## src/core/scsi_tgt_pkg.sv

```systemverilog
// Constants, register map and state types for the bus target controller
package scsi_tgt_pkg;
   // Register byte offsets
   localparam logic [7:0] ADR_CTRL = 8'h00;
   localparam logic [7:0] ADR_ID = 8'h04;
   localparam logic [7:0] ADR_XFER = 8'h08;
   localparam logic [7:0] ADR_STAT = 8'h0C;
   localparam logic [7:0] ADR_RX = 8'h10;
   localparam logic [7:0] ADR_CNT = 8'h14;
   // Control register fields
   localparam int C_WIDE = 0;
   localparam int C_SYNC = 1;
   localparam int C_DG = 2;
   localparam int C_IU = 3;
   localparam int C_WFC = 4;
   localparam int C_RS = 5;
   localparam int C_PACE = 6;
   localparam int C_QAS = 7;
   localparam int C_CD = 8;
   localparam int C_IO = 9;
   localparam int C_MSG = 10;
   localparam int C_LAST = 11;
   localparam int C_PAD = 12;
   localparam int C_RST = 13;
   localparam int C_RESEL = 14;
   localparam int C_DISC = 15;
   localparam logic [15:0] CTRL_RST_VAL = 16'h0000;
   // Status register fields
   localparam int S_BUSY = 0;
   localparam int S_CONN = 1;
   localparam int S_LOST = 2;
   localparam int S_PERR = 3;
   localparam int S_QAS = 4;
   localparam int S_RSTSEEN = 5;
   localparam int S_ATN = 6;
   localparam int S_EQ = 7;
   localparam int S_RXNEW = 8;
   // Transfer register: paced data-valid flag
   localparam int X_VALID = 16;
   // QAS REQUEST message code
   localparam logic [7:0] QAS_REQ_MSG = 8'h55;
   // Arbitration and selection wait
   localparam int ARB_DELAY_NS = 2400;
   localparam int CLK_MHZ = 10;
   localparam int ARB_CYC = (ARB_DELAY_NS * CLK_MHZ + 999) / 1000;
   typedef enum logic [2:0] {
      L_IDLE = 3'b000,
      L_ARB = 3'b001,
      L_RESEL = 3'b010,
      L_RWAIT = 3'b011,
      L_CONN = 3'b100
   } link_t;
   typedef enum logic [1:0] {
      X_IDLE = 2'b00,
      X_REQ = 2'b01,
      X_ACKLOW = 2'b10,
      X_GAP = 2'b11
   } xfer_t;
endpackage : scsi_tgt_pkg

```

## src/core/scsi_tgt_ctrl.sv

```systemverilog
// Target-side parallel bus signal control with a Wishbone register slave
//
// Implementation choices: the register addresses and the Wishbone register port.
module scsi_tgt_ctrl (
   // Clock and reset
   input wire logic i_sys_clk,
   input wire logic i_rst_b,
   // Wishbone slave
   input wire logic i_wb_cyc,
   input wire logic i_wb_stb,
   input wire logic i_wb_we,
   input wire logic [7:0] i_wb_adr,
   input wire logic [3:0] i_wb_sel,
   input wire logic [31:0] i_wb_dat,
   output logic [31:0] o_wb_dat,
   output logic o_wb_ack,
   // OR-tied lines
   input wire logic i_bsy,
   output logic o_bsy,
   output logic o_bsy_oe,
   input wire logic i_sel,
   output logic o_sel,
   output logic o_sel_oe,
   input wire logic i_rst,
   output logic o_rst,
   output logic o_rst_oe,
   // Phase and handshake lines
   input wire logic i_cd,
   output logic o_cd,
   output logic o_cd_oe,
   input wire logic i_io,
   output logic o_io,
   output logic o_io_oe,
   input wire logic i_msg,
   output logic o_msg,
   output logic o_msg_oe,
   output logic o_req,
   output logic o_req_oe,
   input wire logic i_ack,
   input wire logic i_atn,
   // Data bus and parity lines
   input wire logic [15:0] i_db,
   output logic [15:0] o_db,
   output logic [15:0] o_db_oe,
   input wire logic i_pcrca,
   output logic o_pcrca,
   output logic o_pcrca_oe,
   input wire logic i_p1,
   output logic o_p1,
   output logic o_p1_oe
);
   // Odd parity bit for one byte
   function automatic logic odd_par(input logic [7:0] b);
      odd_par = ~^b;
   endfunction : odd_par

   // Arbitration rank, higher wins
   function automatic logic [3:0] rank(input logic [3:0] id);
      rank = id[3] ? {1'b0, id[2:0]} : {1'b1, id[2:0]};
   endfunction : rank

   // Any bit on the bus of higher rank than own ID
   function automatic logic beaten(input logic [15:0] db,
                                   input logic [3:0] id);
      logic hit;
      hit = 1'b0;
      for (int b = 0; b < 16; b++) begin
         if (db[b] && rank(4'(b)) > rank(id)) begin
            hit = 1'b1;
         end
      end
      beaten = hit;
   endfunction : beaten

   // Byte-lane write merge
   function automatic logic [31:0] merge(input logic [31:0] o,
                                         input logic [31:0] n,
                                         input logic [3:0] s);
      logic [31:0] r;
      r = o;
      for (int k = 0; k < 4; k++) begin
         if (s[k]) begin
            r[8*k +: 8] = n[8*k +: 8];
         end
      end
      merge = r;
   endfunction : merge

   // Reset release
   logic [1:0] rst_sync;
   logic rst_b;
   always_ff @(posedge i_sys_clk or negedge i_rst_b) begin
      if (!i_rst_b) begin
         rst_sync <= 2'h0;
      end else begin
         rst_sync <= {rst_sync[0], 1'b1};
      end
   end
   assign rst_b = rst_sync[1];

   // Pin synchronisers
   localparam int NS = 24;
   logic [NS-1:0] pin_raw;
   logic [NS-1:0] pin_m;
   logic [NS-1:0] pin_s;
   assign pin_raw = {i_bsy, i_sel, i_rst, i_cd, i_io, i_msg, i_ack,
                     i_atn, i_db};
   always_ff @(posedge i_sys_clk or negedge rst_b) begin
      if (!rst_b) begin
         pin_m <= '0;
         pin_s <= '0;
      end else begin
         pin_m <= pin_raw;
         pin_s <= pin_m;
      end
   end
   logic bsy_s, sel_s, rst_s, cd_s, io_s, msg_s, ack_s, atn_s;
   logic [15:0] db_s;
   assign {bsy_s, sel_s, rst_s, cd_s, io_s, msg_s, ack_s, atn_s,
           db_s} = pin_s;
   logic [1:0] par_m;
   logic [1:0] par_s;
   always_ff @(posedge i_sys_clk or negedge rst_b) begin
      if (!rst_b) begin
         par_m <= 2'h0;
         par_s <= 2'h0;
      end else begin
         par_m <= {i_p1, i_pcrca};
         par_s <= par_m;
      end
   end
   logic ack_d;
   logic ack_rise;
   always_ff @(posedge i_sys_clk or negedge rst_b) begin
      if (!rst_b) begin
         ack_d <= 1'b0;
      end else begin
         ack_d <= ack_s;
      end
   end
   assign ack_rise = ack_s && !ack_d;

   // Registers and state
   logic [15:0] ctrl;
   logic [7:0] ids;
   logic [16:0] txd;
   logic [16:0] rxd;
   logic [15:0] req_cnt;
   logic [15:0] ack_cnt;
   logic lost, perr, qas_seen, rst_seen, rx_new;
   scsi_tgt_pkg::link_t lst;
   scsi_tgt_pkg::xfer_t xst;
   logic [7:0] tmr;

   // Bus access decode
   logic acc, wr, rd;
   assign acc = i_wb_cyc && i_wb_stb && !o_wb_ack;
   assign wr = acc && i_wb_we;
   assign rd = acc && !i_wb_we;
   logic wr_ctrl, wr_id, wr_xfer, wr_stat, wr_cnt;
   assign wr_ctrl = wr && i_wb_adr == scsi_tgt_pkg::ADR_CTRL;
   assign wr_id = wr && i_wb_adr == scsi_tgt_pkg::ADR_ID;
   assign wr_xfer = wr && i_wb_adr == scsi_tgt_pkg::ADR_XFER;
   assign wr_stat = wr && i_wb_adr == scsi_tgt_pkg::ADR_STAT;
   assign wr_cnt = wr && i_wb_adr == scsi_tgt_pkg::ADR_CNT;
   logic [31:0] wdat_ctrl;
   assign wdat_ctrl = merge({16'h0000, ctrl}, i_wb_dat, i_wb_sel);

   // Phase decode
   logic conn, sync_mode, dt_ph, st_ph, ctl_ph, msg_in, drv_db;
   assign conn = lst == scsi_tgt_pkg::L_CONN;
   assign sync_mode = ctrl[scsi_tgt_pkg::C_SYNC];
   assign ctl_ph = ctrl[scsi_tgt_pkg::C_CD];
   assign dt_ph = conn && !ctl_ph && ctrl[scsi_tgt_pkg::C_MSG];
   assign st_ph = !ctl_ph && !ctrl[scsi_tgt_pkg::C_MSG];
   assign drv_db = conn && ctrl[scsi_tgt_pkg::C_IO];
   assign msg_in = cd_s && io_s && msg_s;
   logic grp_mode;
   assign grp_mode = ctrl[scsi_tgt_pkg::C_DG] || ctrl[scsi_tgt_pkg::C_IU];

   // Control register; command bits self-clear
   always_ff @(posedge i_sys_clk or negedge rst_b) begin
      if (!rst_b) begin
         ctrl <= scsi_tgt_pkg::CTRL_RST_VAL;
      end else if (wr_ctrl) begin
         ctrl <= wdat_ctrl[15:0];
      end else begin
         ctrl[scsi_tgt_pkg::C_RESEL] <= 1'b0;
         ctrl[scsi_tgt_pkg::C_DISC] <= 1'b0;
      end
   end

   // Own and initiator IDs
   always_ff @(posedge i_sys_clk or negedge rst_b) begin
      if (!rst_b) begin
         ids <= 8'h00;
      end else if (wr_id && i_wb_sel[0]) begin
         ids <= i_wb_dat[7:0];
      end
   end
   logic [3:0] own_id, ini_id;
   logic [15:0] own_bit, ini_bit;
   assign own_id = ids[3:0];
   assign ini_id = ids[7:4];
   assign own_bit = 16'h0001 << own_id;
   assign ini_bit = 16'h0001 << ini_id;

   // Link state: arbitration, reselection, connection
   always_ff @(posedge i_sys_clk or negedge rst_b) begin
      if (!rst_b) begin
         lst <= scsi_tgt_pkg::L_IDLE;
         tmr <= 8'h00;
         lost <= 1'b0;
      end else begin
         if (wr_stat && i_wb_dat[scsi_tgt_pkg::S_LOST]) begin
            lost <= 1'b0;
         end
         if (rst_s) begin
            lst <= scsi_tgt_pkg::L_IDLE;
         end else begin
            case (lst)
               scsi_tgt_pkg::L_IDLE: begin
                  tmr <= 8'h00;
                  if (ctrl[scsi_tgt_pkg::C_RESEL]) begin
                     if (!bsy_s && !sel_s) begin
                        lst <= scsi_tgt_pkg::L_ARB;
                     end else begin
                        lost <= 1'b1;
                     end
                  end
               end
               scsi_tgt_pkg::L_ARB: begin
                  tmr <= tmr + 8'h01;
                  if (sel_s || beaten(db_s, own_id)) begin
                     lst <= scsi_tgt_pkg::L_IDLE;
                     lost <= 1'b1;
                  end else if (tmr == 8'(scsi_tgt_pkg::ARB_CYC)) begin
                     lst <= scsi_tgt_pkg::L_RESEL;
                     tmr <= 8'h00;
                  end
               end
               scsi_tgt_pkg::L_RESEL: begin
                  tmr <= tmr + 8'h01;
                  if (tmr == 8'(scsi_tgt_pkg::ARB_CYC)) begin
                     lst <= scsi_tgt_pkg::L_RWAIT;
                  end
               end
               scsi_tgt_pkg::L_RWAIT: begin
                  if (bsy_s) begin
                     lst <= scsi_tgt_pkg::L_CONN;
                  end
               end
               scsi_tgt_pkg::L_CONN: begin
                  if (ctrl[scsi_tgt_pkg::C_DISC]) begin
                     lst <= scsi_tgt_pkg::L_IDLE;
                  end
               end
               default: lst <= scsi_tgt_pkg::L_IDLE;
            endcase
         end
      end
   end

   // Transfer data latch
   always_ff @(posedge i_sys_clk or negedge rst_b) begin
      if (!rst_b) begin
         txd <= 17'h0_0000;
      end else if (wr_xfer && xst == scsi_tgt_pkg::X_IDLE) begin
         txd <= i_wb_dat[16:0];
      end
   end

   // REQ sequencer
   logic req;
   always_ff @(posedge i_sys_clk or negedge rst_b) begin
      if (!rst_b) begin
         xst <= scsi_tgt_pkg::X_IDLE;
         req <= 1'b0;
      end else if (!conn) begin
         xst <= scsi_tgt_pkg::X_IDLE;
         req <= 1'b0;
      end else begin
         case (xst)
            scsi_tgt_pkg::X_IDLE: begin
               if (wr_xfer) begin
                  req <= 1'b1;
                  xst <= scsi_tgt_pkg::X_REQ;
               end
            end
            scsi_tgt_pkg::X_REQ: begin
               if (sync_mode) begin
                  req <= 1'b0;
                  xst <= scsi_tgt_pkg::X_GAP;
               end else if (ack_s) begin
                  req <= 1'b0;
                  xst <= scsi_tgt_pkg::X_ACKLOW;
               end
            end
            scsi_tgt_pkg::X_ACKLOW: begin
               if (!ack_s) begin
                  xst <= scsi_tgt_pkg::X_IDLE;
               end
            end
            scsi_tgt_pkg::X_GAP: xst <= scsi_tgt_pkg::X_IDLE;
            default: xst <= scsi_tgt_pkg::X_IDLE;
         endcase
      end
   end

   // REQ and ACK pulse counters
   always_ff @(posedge i_sys_clk or negedge rst_b) begin
      if (!rst_b) begin
         req_cnt <= 16'h0000;
         ack_cnt <= 16'h0000;
      end else if (wr_cnt) begin
         req_cnt <= 16'h0000;
         ack_cnt <= 16'h0000;
      end else begin
         if (xst == scsi_tgt_pkg::X_IDLE && wr_xfer && conn) begin
            req_cnt <= req_cnt + 16'h0001;
         end
         if (ack_rise && conn) begin
            ack_cnt <= ack_cnt + 16'h0001;
         end
      end
   end

   // Receive capture and parity check
   logic cap, chk_lo, chk_hi, bad;
   assign cap = ack_rise && conn && !ctrl[scsi_tgt_pkg::C_IO];
   assign chk_lo = !(dt_ph && grp_mode);
   assign chk_hi = ctrl[scsi_tgt_pkg::C_WIDE] && !ctl_ph && !dt_ph;
   assign bad = (chk_lo && par_s[0] != odd_par(db_s[7:0])) ||
                (chk_hi && par_s[1] != odd_par(db_s[15:8]));
   always_ff @(posedge i_sys_clk or negedge rst_b) begin
      if (!rst_b) begin
         rxd <= 17'h0_0000;
         perr <= 1'b0;
         rx_new <= 1'b0;
      end else begin
         if (cap) begin
            rxd <= {par_s[0], db_s};
         end
         if (cap && bad) begin
            perr <= 1'b1;
         end else if (wr_stat && i_wb_dat[scsi_tgt_pkg::S_PERR]) begin
            perr <= 1'b0;
         end
         // Pad and pCRC fields are not handed on
         if (cap && !(dt_ph && ctrl[scsi_tgt_pkg::C_DG] &&
                      ctrl[scsi_tgt_pkg::C_PAD])) begin
            rx_new <= 1'b1;
         end else if (rd && i_wb_adr == scsi_tgt_pkg::ADR_RX) begin
            rx_new <= 1'b0;
         end
      end
   end

   // QAS request watch and reset seen
   always_ff @(posedge i_sys_clk or negedge rst_b) begin
      if (!rst_b) begin
         qas_seen <= 1'b0;
         rst_seen <= 1'b0;
      end else begin
         if (ctrl[scsi_tgt_pkg::C_QAS] && msg_in && ack_rise &&
             db_s[7:0] == scsi_tgt_pkg::QAS_REQ_MSG) begin
            qas_seen <= 1'b1;
         end else if (wr_stat && i_wb_dat[scsi_tgt_pkg::S_QAS]) begin
            qas_seen <= 1'b0;
         end
         if (rst_s) begin
            rst_seen <= 1'b1;
         end else if (wr_stat && i_wb_dat[scsi_tgt_pkg::S_RSTSEEN]) begin
            rst_seen <= 1'b0;
         end
      end
   end

   // OR-tied lines: asserted or released, never driven false
   logic arb, rsel;
   assign arb = lst == scsi_tgt_pkg::L_ARB;
   assign rsel = lst == scsi_tgt_pkg::L_RESEL ||
                 lst == scsi_tgt_pkg::L_RWAIT;
   assign o_bsy = 1'b1;
   assign o_bsy_oe = arb || lst == scsi_tgt_pkg::L_RESEL || conn;
   assign o_sel = 1'b1;
   assign o_sel_oe = rsel;
   assign o_rst = 1'b1;
   assign o_rst_oe = ctrl[scsi_tgt_pkg::C_RST];

   // Phase lines
   assign o_cd = conn && ctrl[scsi_tgt_pkg::C_CD];
   assign o_cd_oe = rsel || conn;
   assign o_io = rsel || (conn && ctrl[scsi_tgt_pkg::C_IO]);
   assign o_io_oe = rsel || conn;
   assign o_msg = conn && ctrl[scsi_tgt_pkg::C_MSG];
   assign o_msg_oe = rsel || conn;
   assign o_req = req;
   assign o_req_oe = conn;

   // Data bus drive
   logic [15:0] dval;
   assign dval = rsel ? (own_bit | ini_bit) : txd[15:0];
   assign o_db = arb ? own_bit : dval;
   assign o_db_oe = arb ? own_bit : ((rsel || drv_db) ? 16'hFFFF
                                                      : 16'h0000);

   // P_CRCA source selection
   logic pcrca_v;
   always_comb begin
      pcrca_v = odd_par(dval[7:0]);
      if (dt_ph && ctrl[scsi_tgt_pkg::C_DG]) begin
         pcrca_v = ctrl[scsi_tgt_pkg::C_PAD];
      end else if (dt_ph && ctrl[scsi_tgt_pkg::C_IU]) begin
         if (ctrl[scsi_tgt_pkg::C_IO]) begin
            pcrca_v = ctrl[scsi_tgt_pkg::C_RS] &&
                      ctrl[scsi_tgt_pkg::C_LAST];
         end else begin
            pcrca_v = ctrl[scsi_tgt_pkg::C_WFC] &&
                      ctrl[scsi_tgt_pkg::C_LAST];
         end
      end
   end
   assign o_pcrca = pcrca_v;
   assign o_pcrca_oe = rsel || drv_db ||
                       (conn && dt_ph && grp_mode);

   // P1 source selection
   logic p1_v, p1_en;
   always_comb begin
      p1_v = odd_par(dval[15:8]);
      p1_en = 1'b0;
      if (rsel) begin
         p1_en = ctrl[scsi_tgt_pkg::C_WIDE];
      end else if (drv_db && !ctl_ph) begin
         if (st_ph) begin
            p1_en = ctrl[scsi_tgt_pkg::C_WIDE];
         end else begin
            p1_en = 1'b1;
            if (ctrl[scsi_tgt_pkg::C_IU] && ctrl[scsi_tgt_pkg::C_PACE]) begin
               p1_v = txd[scsi_tgt_pkg::X_VALID];
            end else if (grp_mode) begin
               p1_v = 1'b0;
            end
         end
      end
   end
   assign o_p1 = p1_v;
   assign o_p1_oe = p1_en;

   // Status word
   logic [31:0] stat;
   always_comb begin
      stat = 32'h0000_0000;
      stat[scsi_tgt_pkg::S_BUSY] = xst != scsi_tgt_pkg::X_IDLE;
      stat[scsi_tgt_pkg::S_CONN] = conn;
      stat[scsi_tgt_pkg::S_LOST] = lost;
      stat[scsi_tgt_pkg::S_PERR] = perr;
      stat[scsi_tgt_pkg::S_QAS] = qas_seen;
      stat[scsi_tgt_pkg::S_RSTSEEN] = rst_seen;
      stat[scsi_tgt_pkg::S_ATN] = atn_s;
      stat[scsi_tgt_pkg::S_EQ] = req_cnt == ack_cnt;
      stat[scsi_tgt_pkg::S_RXNEW] = rx_new;
   end

   // Read mux and acknowledge
   logic [31:0] rdat;
   always_comb begin
      case (i_wb_adr)
         scsi_tgt_pkg::ADR_CTRL: rdat = {16'h0000, ctrl};
         scsi_tgt_pkg::ADR_ID: rdat = {24'h00_0000, ids};
         scsi_tgt_pkg::ADR_XFER: rdat = {15'h0000, txd};
         scsi_tgt_pkg::ADR_STAT: rdat = stat;
         scsi_tgt_pkg::ADR_RX: rdat = {15'h0000, rxd};
         scsi_tgt_pkg::ADR_CNT: rdat = {ack_cnt, req_cnt};
         default: rdat = 32'h0000_0000;
      endcase
   end
   always_ff @(posedge i_sys_clk or negedge rst_b) begin
      if (!rst_b) begin
         o_wb_ack <= 1'b0;
         o_wb_dat <= 32'h0000_0000;
      end else begin
         o_wb_ack <= acc;
         if (rd) begin
            o_wb_dat <= rdat;
         end
      end
   end
endmodule : scsi_tgt_ctrl

```

## config.mk

```make
export PLATFORM = sky130hd
export DESIGN_NAME = scsi_tgt_ctrl
export DESIGN_NICKNAME = d
export VERILOG_FILES = /design/src/core/scsi_tgt_pkg.sv /design/src/core/scsi_tgt_ctrl.sv
export SDC_FILE = /design/constraint.sdc
export NUM_CORES = 1
export LEC_CHECK = 0
export ABC_AREA = 1
export BUFFER_PORTS_ARGS = -buffer_cell sky130_fd_sc_hd__buf_2
export CAP_MARGIN = 10
export CORE_MARGIN = 2
export CORE_UTILIZATION = 62
export DETAILED_ROUTE_END_ITERATION = 12
export PLACE_DENSITY = 0.92
export SLEW_MARGIN = 30
export SYNTH_ARGS = -nofsm -noshare
export SYNTH_HDL_FRONTEND = slang
export SYNTH_SLANG_ARGS = --single-unit
```

## constraint.sdc

```tcl
create_clock -name i_sys_clk -period 12.5 [get_ports i_sys_clk]
set_input_delay 1.25 -clock i_sys_clk [delete_from_list [all_inputs] [get_ports i_sys_clk]]
set_output_delay 1.25 -clock i_sys_clk [all_outputs]
set_load 0.02 [all_outputs]
```

* After elaboration in Yosys (flattened, before gate mapping)
Index checks and enable logic that the tools add are counted.
W data, S select, Z words.
** Operators by class
- Shift operators :: 2
- Equal/unequal tests :: 28
- Mux-type cells :: 78
- $mul :: 0
- Reductions and logical operators :: 105
- Div/mod/pow operators :: 0
- Bitwise logic cells :: 2
- $lt $le $gt $ge :: 16
- Add/sub/neg operators :: 3
** Operators with widths (number)
- $pmux W32 S6 :: 1
- $mux W16 :: 8
- $logic_and A1 B1 Y1 :: 64
- $mux W1 :: 46
- $add A16 B1 Y16 const B :: 2
- $gt A4 B4 Y1 const A :: 8
- $reduce_xnor A8 Y1 :: 4
- $shl A1 B4 Y16 const A :: 2
- $eq A8 B5 Y1 const B :: 3
- $mux W3 :: 8
- $mux W8 :: 3
- $pmux W8 S3 :: 1
- $ne A3 B3 Y1 const B :: 7
- $eq A16 B16 Y1 :: 1
- $eq A8 B4 Y1 const B :: 2
- $gt A3 B4 Y1 const A :: 4
- $or A16 B16 Y16 :: 1
- $pmux W3 S5 :: 1
- $reduce_bool A2 Y1 :: 7
- $mux W2 :: 6
- $logic_not A1 Y1 :: 11
- $logic_or A1 B1 Y1 :: 9
- $add A8 B1 Y8 const B :: 1
- $eq A8 B3 Y1 const B :: 1
- other kinds (24) :: 33
** Word-level totals
- Memory bits (writable) :: 0
- Bits in latches :: 0
- Memories :: 0
- Register bits :: 197
- Bits in read-only memories :: 0

* Longest topological paths before layout
- Depth after elaboration :: 25
- Mapped depth :: 16
- Mapped depth without buffers :: 16

* Worst setup path after synthesis
OpenSTA, ideal clock, no wires.
- Kind :: reg2out
- From :: reg lst[2]
- To :: out o_pcrca
- Cell stages (with the launch flop) :: 16
- Buffers on the path :: 2
- Path slack :: 9.563 ns
- Arrival :: 1.687 ns
- Cell sequence :: dfrtp_1 > nor2_2 > nand2_2 > nand2_2 > buf_6 > buf_6 > nand2_1 > nand2_1 > nor2_1 > nor2_1 > nand2_1 > nand2_1 > nand2_1 > nand3_1 > nand2_1 > nand2_1
** On the way
- Word-level cells in the longest chain between the ends :: 6
- Elaborated cells on any way between the ends :: 12
- Those cells by class :: eq/ne (3); mux (3); reduce/logical (6)
** Ends and longest elaborated chain
- start, declared :: line scsi_tgt_ctrl.sv:151 : scsi_tgt_pkg::link_t lst;
- start signal, assigned :: line scsi_tgt_ctrl.sv:211 : lst <= scsi_tgt_pkg::L_IDLE;
- start signal, assigned :: line scsi_tgt_ctrl.sv:219 : lst <= scsi_tgt_pkg::L_IDLE;
- start signal, assigned :: line scsi_tgt_ctrl.sv:226 : lst <= scsi_tgt_pkg::L_ARB;
- $eq A3 B2 Y1 (on tied branches) :: line scsi_tgt_ctrl.sv:382, scsi_tgt_ctrl.sv:383
- $logic_or A1 B1 Y1 (*) :: line scsi_tgt_ctrl.sv:382 : assign rsel = lst == scsi_tgt_pkg::L_RESEL ||
- named net o_sel_oe :: line scsi_tgt_ctrl.sv:23 : output logic o_sel_oe,
- $mux W16 (*) :: line scsi_tgt_ctrl.sv:403 : assign dval = rsel ? (own_bit | ini_bit) : txd[15:0];
- $reduce_xnor A8 Y1 (*) :: line scsi_tgt_ctrl.sv:54 : odd_par = ~^b;
- $mux W1 (*) :: line scsi_tgt_ctrl.sv:414 : end else if (dt_ph && ctrl[scsi_tgt_pkg::C_IU]) begin
- $mux W1 (*) :: line scsi_tgt_ctrl.sv:412 : if (dt_ph && ctrl[scsi_tgt_pkg::C_DG]) begin
- end, declared :: line scsi_tgt_ctrl.sv:46 : output logic o_pcrca,
Mark *: on every way through the listed nets, which the timed path passes. The rest lies on a longest branch.

* Final worst setup path
- From :: reg lst[2]
- To :: out o_p1
** On the way
- Word-level cells in the longest chain between the ends :: 9
- Elaborated cells on any way between the ends :: 13
- Those cells by class :: eq/ne (3); mux (6); reduce/logical (4)
** Ends and longest elaborated chain
- $eq A3 B2 Y1 (on tied branches) :: line scsi_tgt_ctrl.sv:382, scsi_tgt_ctrl.sv:383
- $logic_or A1 B1 Y1 :: line scsi_tgt_ctrl.sv:382
- $mux W16 :: line scsi_tgt_ctrl.sv:403
- $reduce_xnor A8 Y1 :: line scsi_tgt_ctrl.sv:54
- $mux W1 :: line scsi_tgt_ctrl.sv:442 : end else if (grp_mode) begin
- $mux W1 :: line scsi_tgt_ctrl.sv:440 : if (ctrl[scsi_tgt_pkg::C_IU] && ctrl[scsi_tgt_pkg::C_PACE]) begin
- $mux W1 :: line scsi_tgt_ctrl.sv:436 : if (st_ph) begin
- $mux W1 :: line scsi_tgt_ctrl.sv:435 : end else if (drv_db && !ctl_ph) begin
- $mux W1 (*) :: line scsi_tgt_ctrl.sv:433 : if (rsel) begin
- end, declared :: line scsi_tgt_ctrl.sv:49 : output logic o_p1,
Every way passes the cells marked *; elsewhere a longest branch is shown, timed or not.

==> summary.txt <==
Run status
  • Status: complete, no violations

Layout
  • Most frequent cells in the layout: 374 x nand2_1, 196 x dfrtp_1, 145 x inv_1
  • # nets final: 1487
  • Area grow syn2layout: 13.6%
  • Antenna cells: 0
  • Commonest non-fill, non-tap cell in the layout: nand2_1
  • Fillcell total: 1235
  • Multi-input gate area: 4320 um^2
  • Share of cells above drive strength 1: 14.6%
  • Register area: 4930 um^2
  • Final Non-Filler Cells: 1632
  • Final design utilization: 71.8%

Die
  • Row count: 46
  • Die X: 131 um
  • Die area: 17200 um^2
  • I/O pin total: 158
  • Core region area: 15900 um^2
  • Initial Util: 63.2%
  • Die height: 131 um

Power and ir drop
  • NetSw: 400 uW
  • Leak pwr: 6.00 nW
  • Peak supply drop: 0.112 mV
  • Clock network fraction of design power: 38.5%
  • Internal: 977 uW
  • Sequential share of power: 49.6%
  • Total power: 1.38 mW
  • Combinational power share: 11.8%
  • P per Cell Area: 121 nW/um^2
  • Switching share of power: 29.1%

Synth
  • Post-Syn Instances: 1283
  • Post-Syn Area per Cell: 7.83 um^2
  • YS warnings: 0
  • Cell variety after synth: 46
  • Most frequently used flop master after synthesis: dfrtp_1
  • Post-Syn Area: 10000 um^2
  • Yosys reg bits: 197
  • EDFF count, synth: 0
  • Async SR Flop Fraction: 100%
  • Post-synthesis sequential area ratio: 49.1%

STA
  • Measured slew at the worst slew-check pin: 0.879 ns
  • Max transition margin: 41.4%
  • Endpoints failing setup: 0
  • Clock skew: 0.0120 ns
  • Setup WS post-layout: 7.87 ns
  • Minimum clock period: 4.63 ns
  • Final hold vios: 0
  • Fin Setup TNS: 0 ns
  • Fin crit share: 37.0%
  • Final Max Slew Viols: 0
  • RSZ-0062 raised after global routing: no
  • Fmax: 0.216 GHz

Setup path
  • Worst path cell trace: nor2_2, nand2_2, nand2_2, inv_2, o21ai_0, inv_1, nand2_1, nand2_1, nand2_1, nand2_1, nand2_1, nand3_1, nand2_1, buf_2
  • Worst path required time: 11.25 ns
  • Most used cell, CP: nand2_1
  • Worst setup path startpoint: lst[2]
  • WP data arrival: 3.38 ns
  • WS Path Type: reg2out
  • RR Startpoint: lst[1]
  • Slowest CP cell: o21ai_0
  • Largest fanout on the critical path: 30
  • Worst r2r path cells: 8
  • Critical Path Source Type: flop
  • Largest stage delay, worst path: 0.55 ns
  • CP Capture Type: output port

Routing
  • WL/cell: 17.7 um
  • Via count: 9598
  • DRT iter0 DRCs: 1422
  • Routed via count divided by cell count: 5.88
  • DRC: 0
  • Final ANT Viol Nets: 0
  • Routed WL: 28800 um
  • Detailed Routing Iterations Pass 1: 7

Placement
  • Hpwl dp: 21000 um
  • Worst Setup Slack post-DPL: 8.44 ns
  • Global placement routability congestion: 0.999
  • IO buf count: 137
  • Dpl cells: 1601

CTS
  • CTS tree: built
  • Clock transition at path regs: 0.08 ns
  • Post-CTS Hold Buffers: 0
  • Cts bufs inserted: 17
  • Clock latency on the worst-skew pair: 0.44 ns
  • Largest buffer count on any clock path: 2
  • Root Buffer: clkbuf_16
  • Post_cts resized: 0
  • H-tree depth: 4
  • Clock sink count: 197
  • Post-CTS setup buffer count: 0

Worst hold path
  • Min-delay src: pin_m[9]
  • Hold Path Depth: 0
  • Worst min-delay path class: reg2reg

Global routing
  • Total track usage: 34.0%
  • Largest net degree at the start of global routing: 70
  • Initial antenna violation count: 0
  • First-pass GRT wire length: 46000 um
  • Vias in the first global route: 8852
  • GRT overflow: 0

Job
  • Max-cap viol count: 0
[sequential cells by signal, indices dropped and copies added (netlist names), 3 cells and up]
| signal | flops |
|---|---|
| ids | 8 |
| rxd | 17 |
| tmr | 8 |
| o_wb_dat | 32 |
| req_cnt | 16 |
| ack_cnt | 16 |
| ctrl | 16 |
| pin_s | 24 |
| txd | 17 |
| lst | 3 |
| pin_m | 24 |
[synth_stat cells, types with 7 or more instances]
| master | n | area, um^2 |
|---|---|---|
| a21oi_1 | 48 | 240 |
| buf_2 | 12 | 60.1 |
| clkbuf_1 | 21 | 78.8 |
| dfrtp_1 | 197 | 4930 |
| ha_1 | 8 | 100 |
| inv_1 | 145 | 544 |
| nand2_1 | 374 | 1400 |
| nand2_2 | 8 | 50.1 |
| nand3_1 | 75 | 375 |
| nand4_1 | 26 | 163 |
| nor2_1 | 86 | 323 |
| nor2_2 | 7 | 43.8 |
| nor3_1 | 26 | 130 |
| o21ai_0 | 131 | 656 |
| o21ai_1 | 7 | 35.0 |
| o22ai_1 | 15 | 93.8 |
| xnor2_1 | 11 | 96.3 |
| xor2_1 | 21 | 184 |
[power by group through the flow]
stage	clock (mW)	combinational (mW)	sequential [mW]
after detailed placement	0	0.160	0.694
after global routing	0.557	0.179	0.686
final	0.531	0.163	0.683
after global placement	0	0.154	0.693
after CTS	0.532	0.161	0.682
after floorplan	0	0.0959	0.699
[final cells by class]
type / instances / share of cell area [%]
Multi-Input combinational cell: 893 / 37.9
Clock inverter: 14 / 1.28
Inverter: 152 / 5.01
Sequential cell: 197 / 43.3
Clock buffer: 17 / 3.73
Tap cell: 216 / 2.37
Timing Repair Buffer: 143 / 6.44
[layer usage]
metal / wire length, um / global-route usage [%] / vias to the layer above
li1: - / - / 4406
met1: 11300 / 46.9 / 4497
met2: 13100 / 52.2 / 604
met3: 3300 / 8.45 / 91
met4: 1090 / 13.3 / 0
met5: 0 / 0 / -
[per-stage QoR]
| step | hold slack, ns | instance area (um^2) |
|---|---|---|
| CTS | 0.348 | 11400 |
| global route | 0.352 | 11400 |
| finish | 0.345 | 11400 |
| detailed placement | 0.335 | 10800 |
| global placement | 0.332 | 10800 |
| floorplan | 0.331 | 10100 |
[critical path: cells and delay by family, from the launching register on]
kind,cells,cell delay (ns)
compound gates,1,0.55
buf+inv,3,0.62
flops,1,0.48
simple gates,10,1.27
[path summary, 6_finish.rpt]
| path | to | slack, ns |
|---|---|---|
| hold / removal | pin_s[9] | 0.35 |
| hold reg to reg | pin_s[9] | 0.35 |
| min in group asynchronous | pin_s[17] | 0.39 |
| setup reg to reg | rxd[4] | 10.09 |
| max in group asynchronous | req_cnt[15] | 10.16 |
| setup / recovery | o_p1 | 7.87 |
[logic make-up (layout without fill, tap and decap cells)]
kind of cell / Yosys count / after routing / share of synthesized area [%]
AND/OR/NAND/NOR: 616 / 616 / 26.1
AO/OA/AOI/OAI: 230 / 230 / 12.5
flip-flops: 197 / 197 / 49.1
buffers and inverters: 196 / 326 / 8.09
XOR/XNOR: 32 / 32 / 2.79
adder cells (fa/ha/maj): 8 / 8 / 0.997
multiplexers: 3 / 3 / 0.336
other: 1 / 4 / 0.0373
No activity file was read; power rests on OpenSTA's default activity.
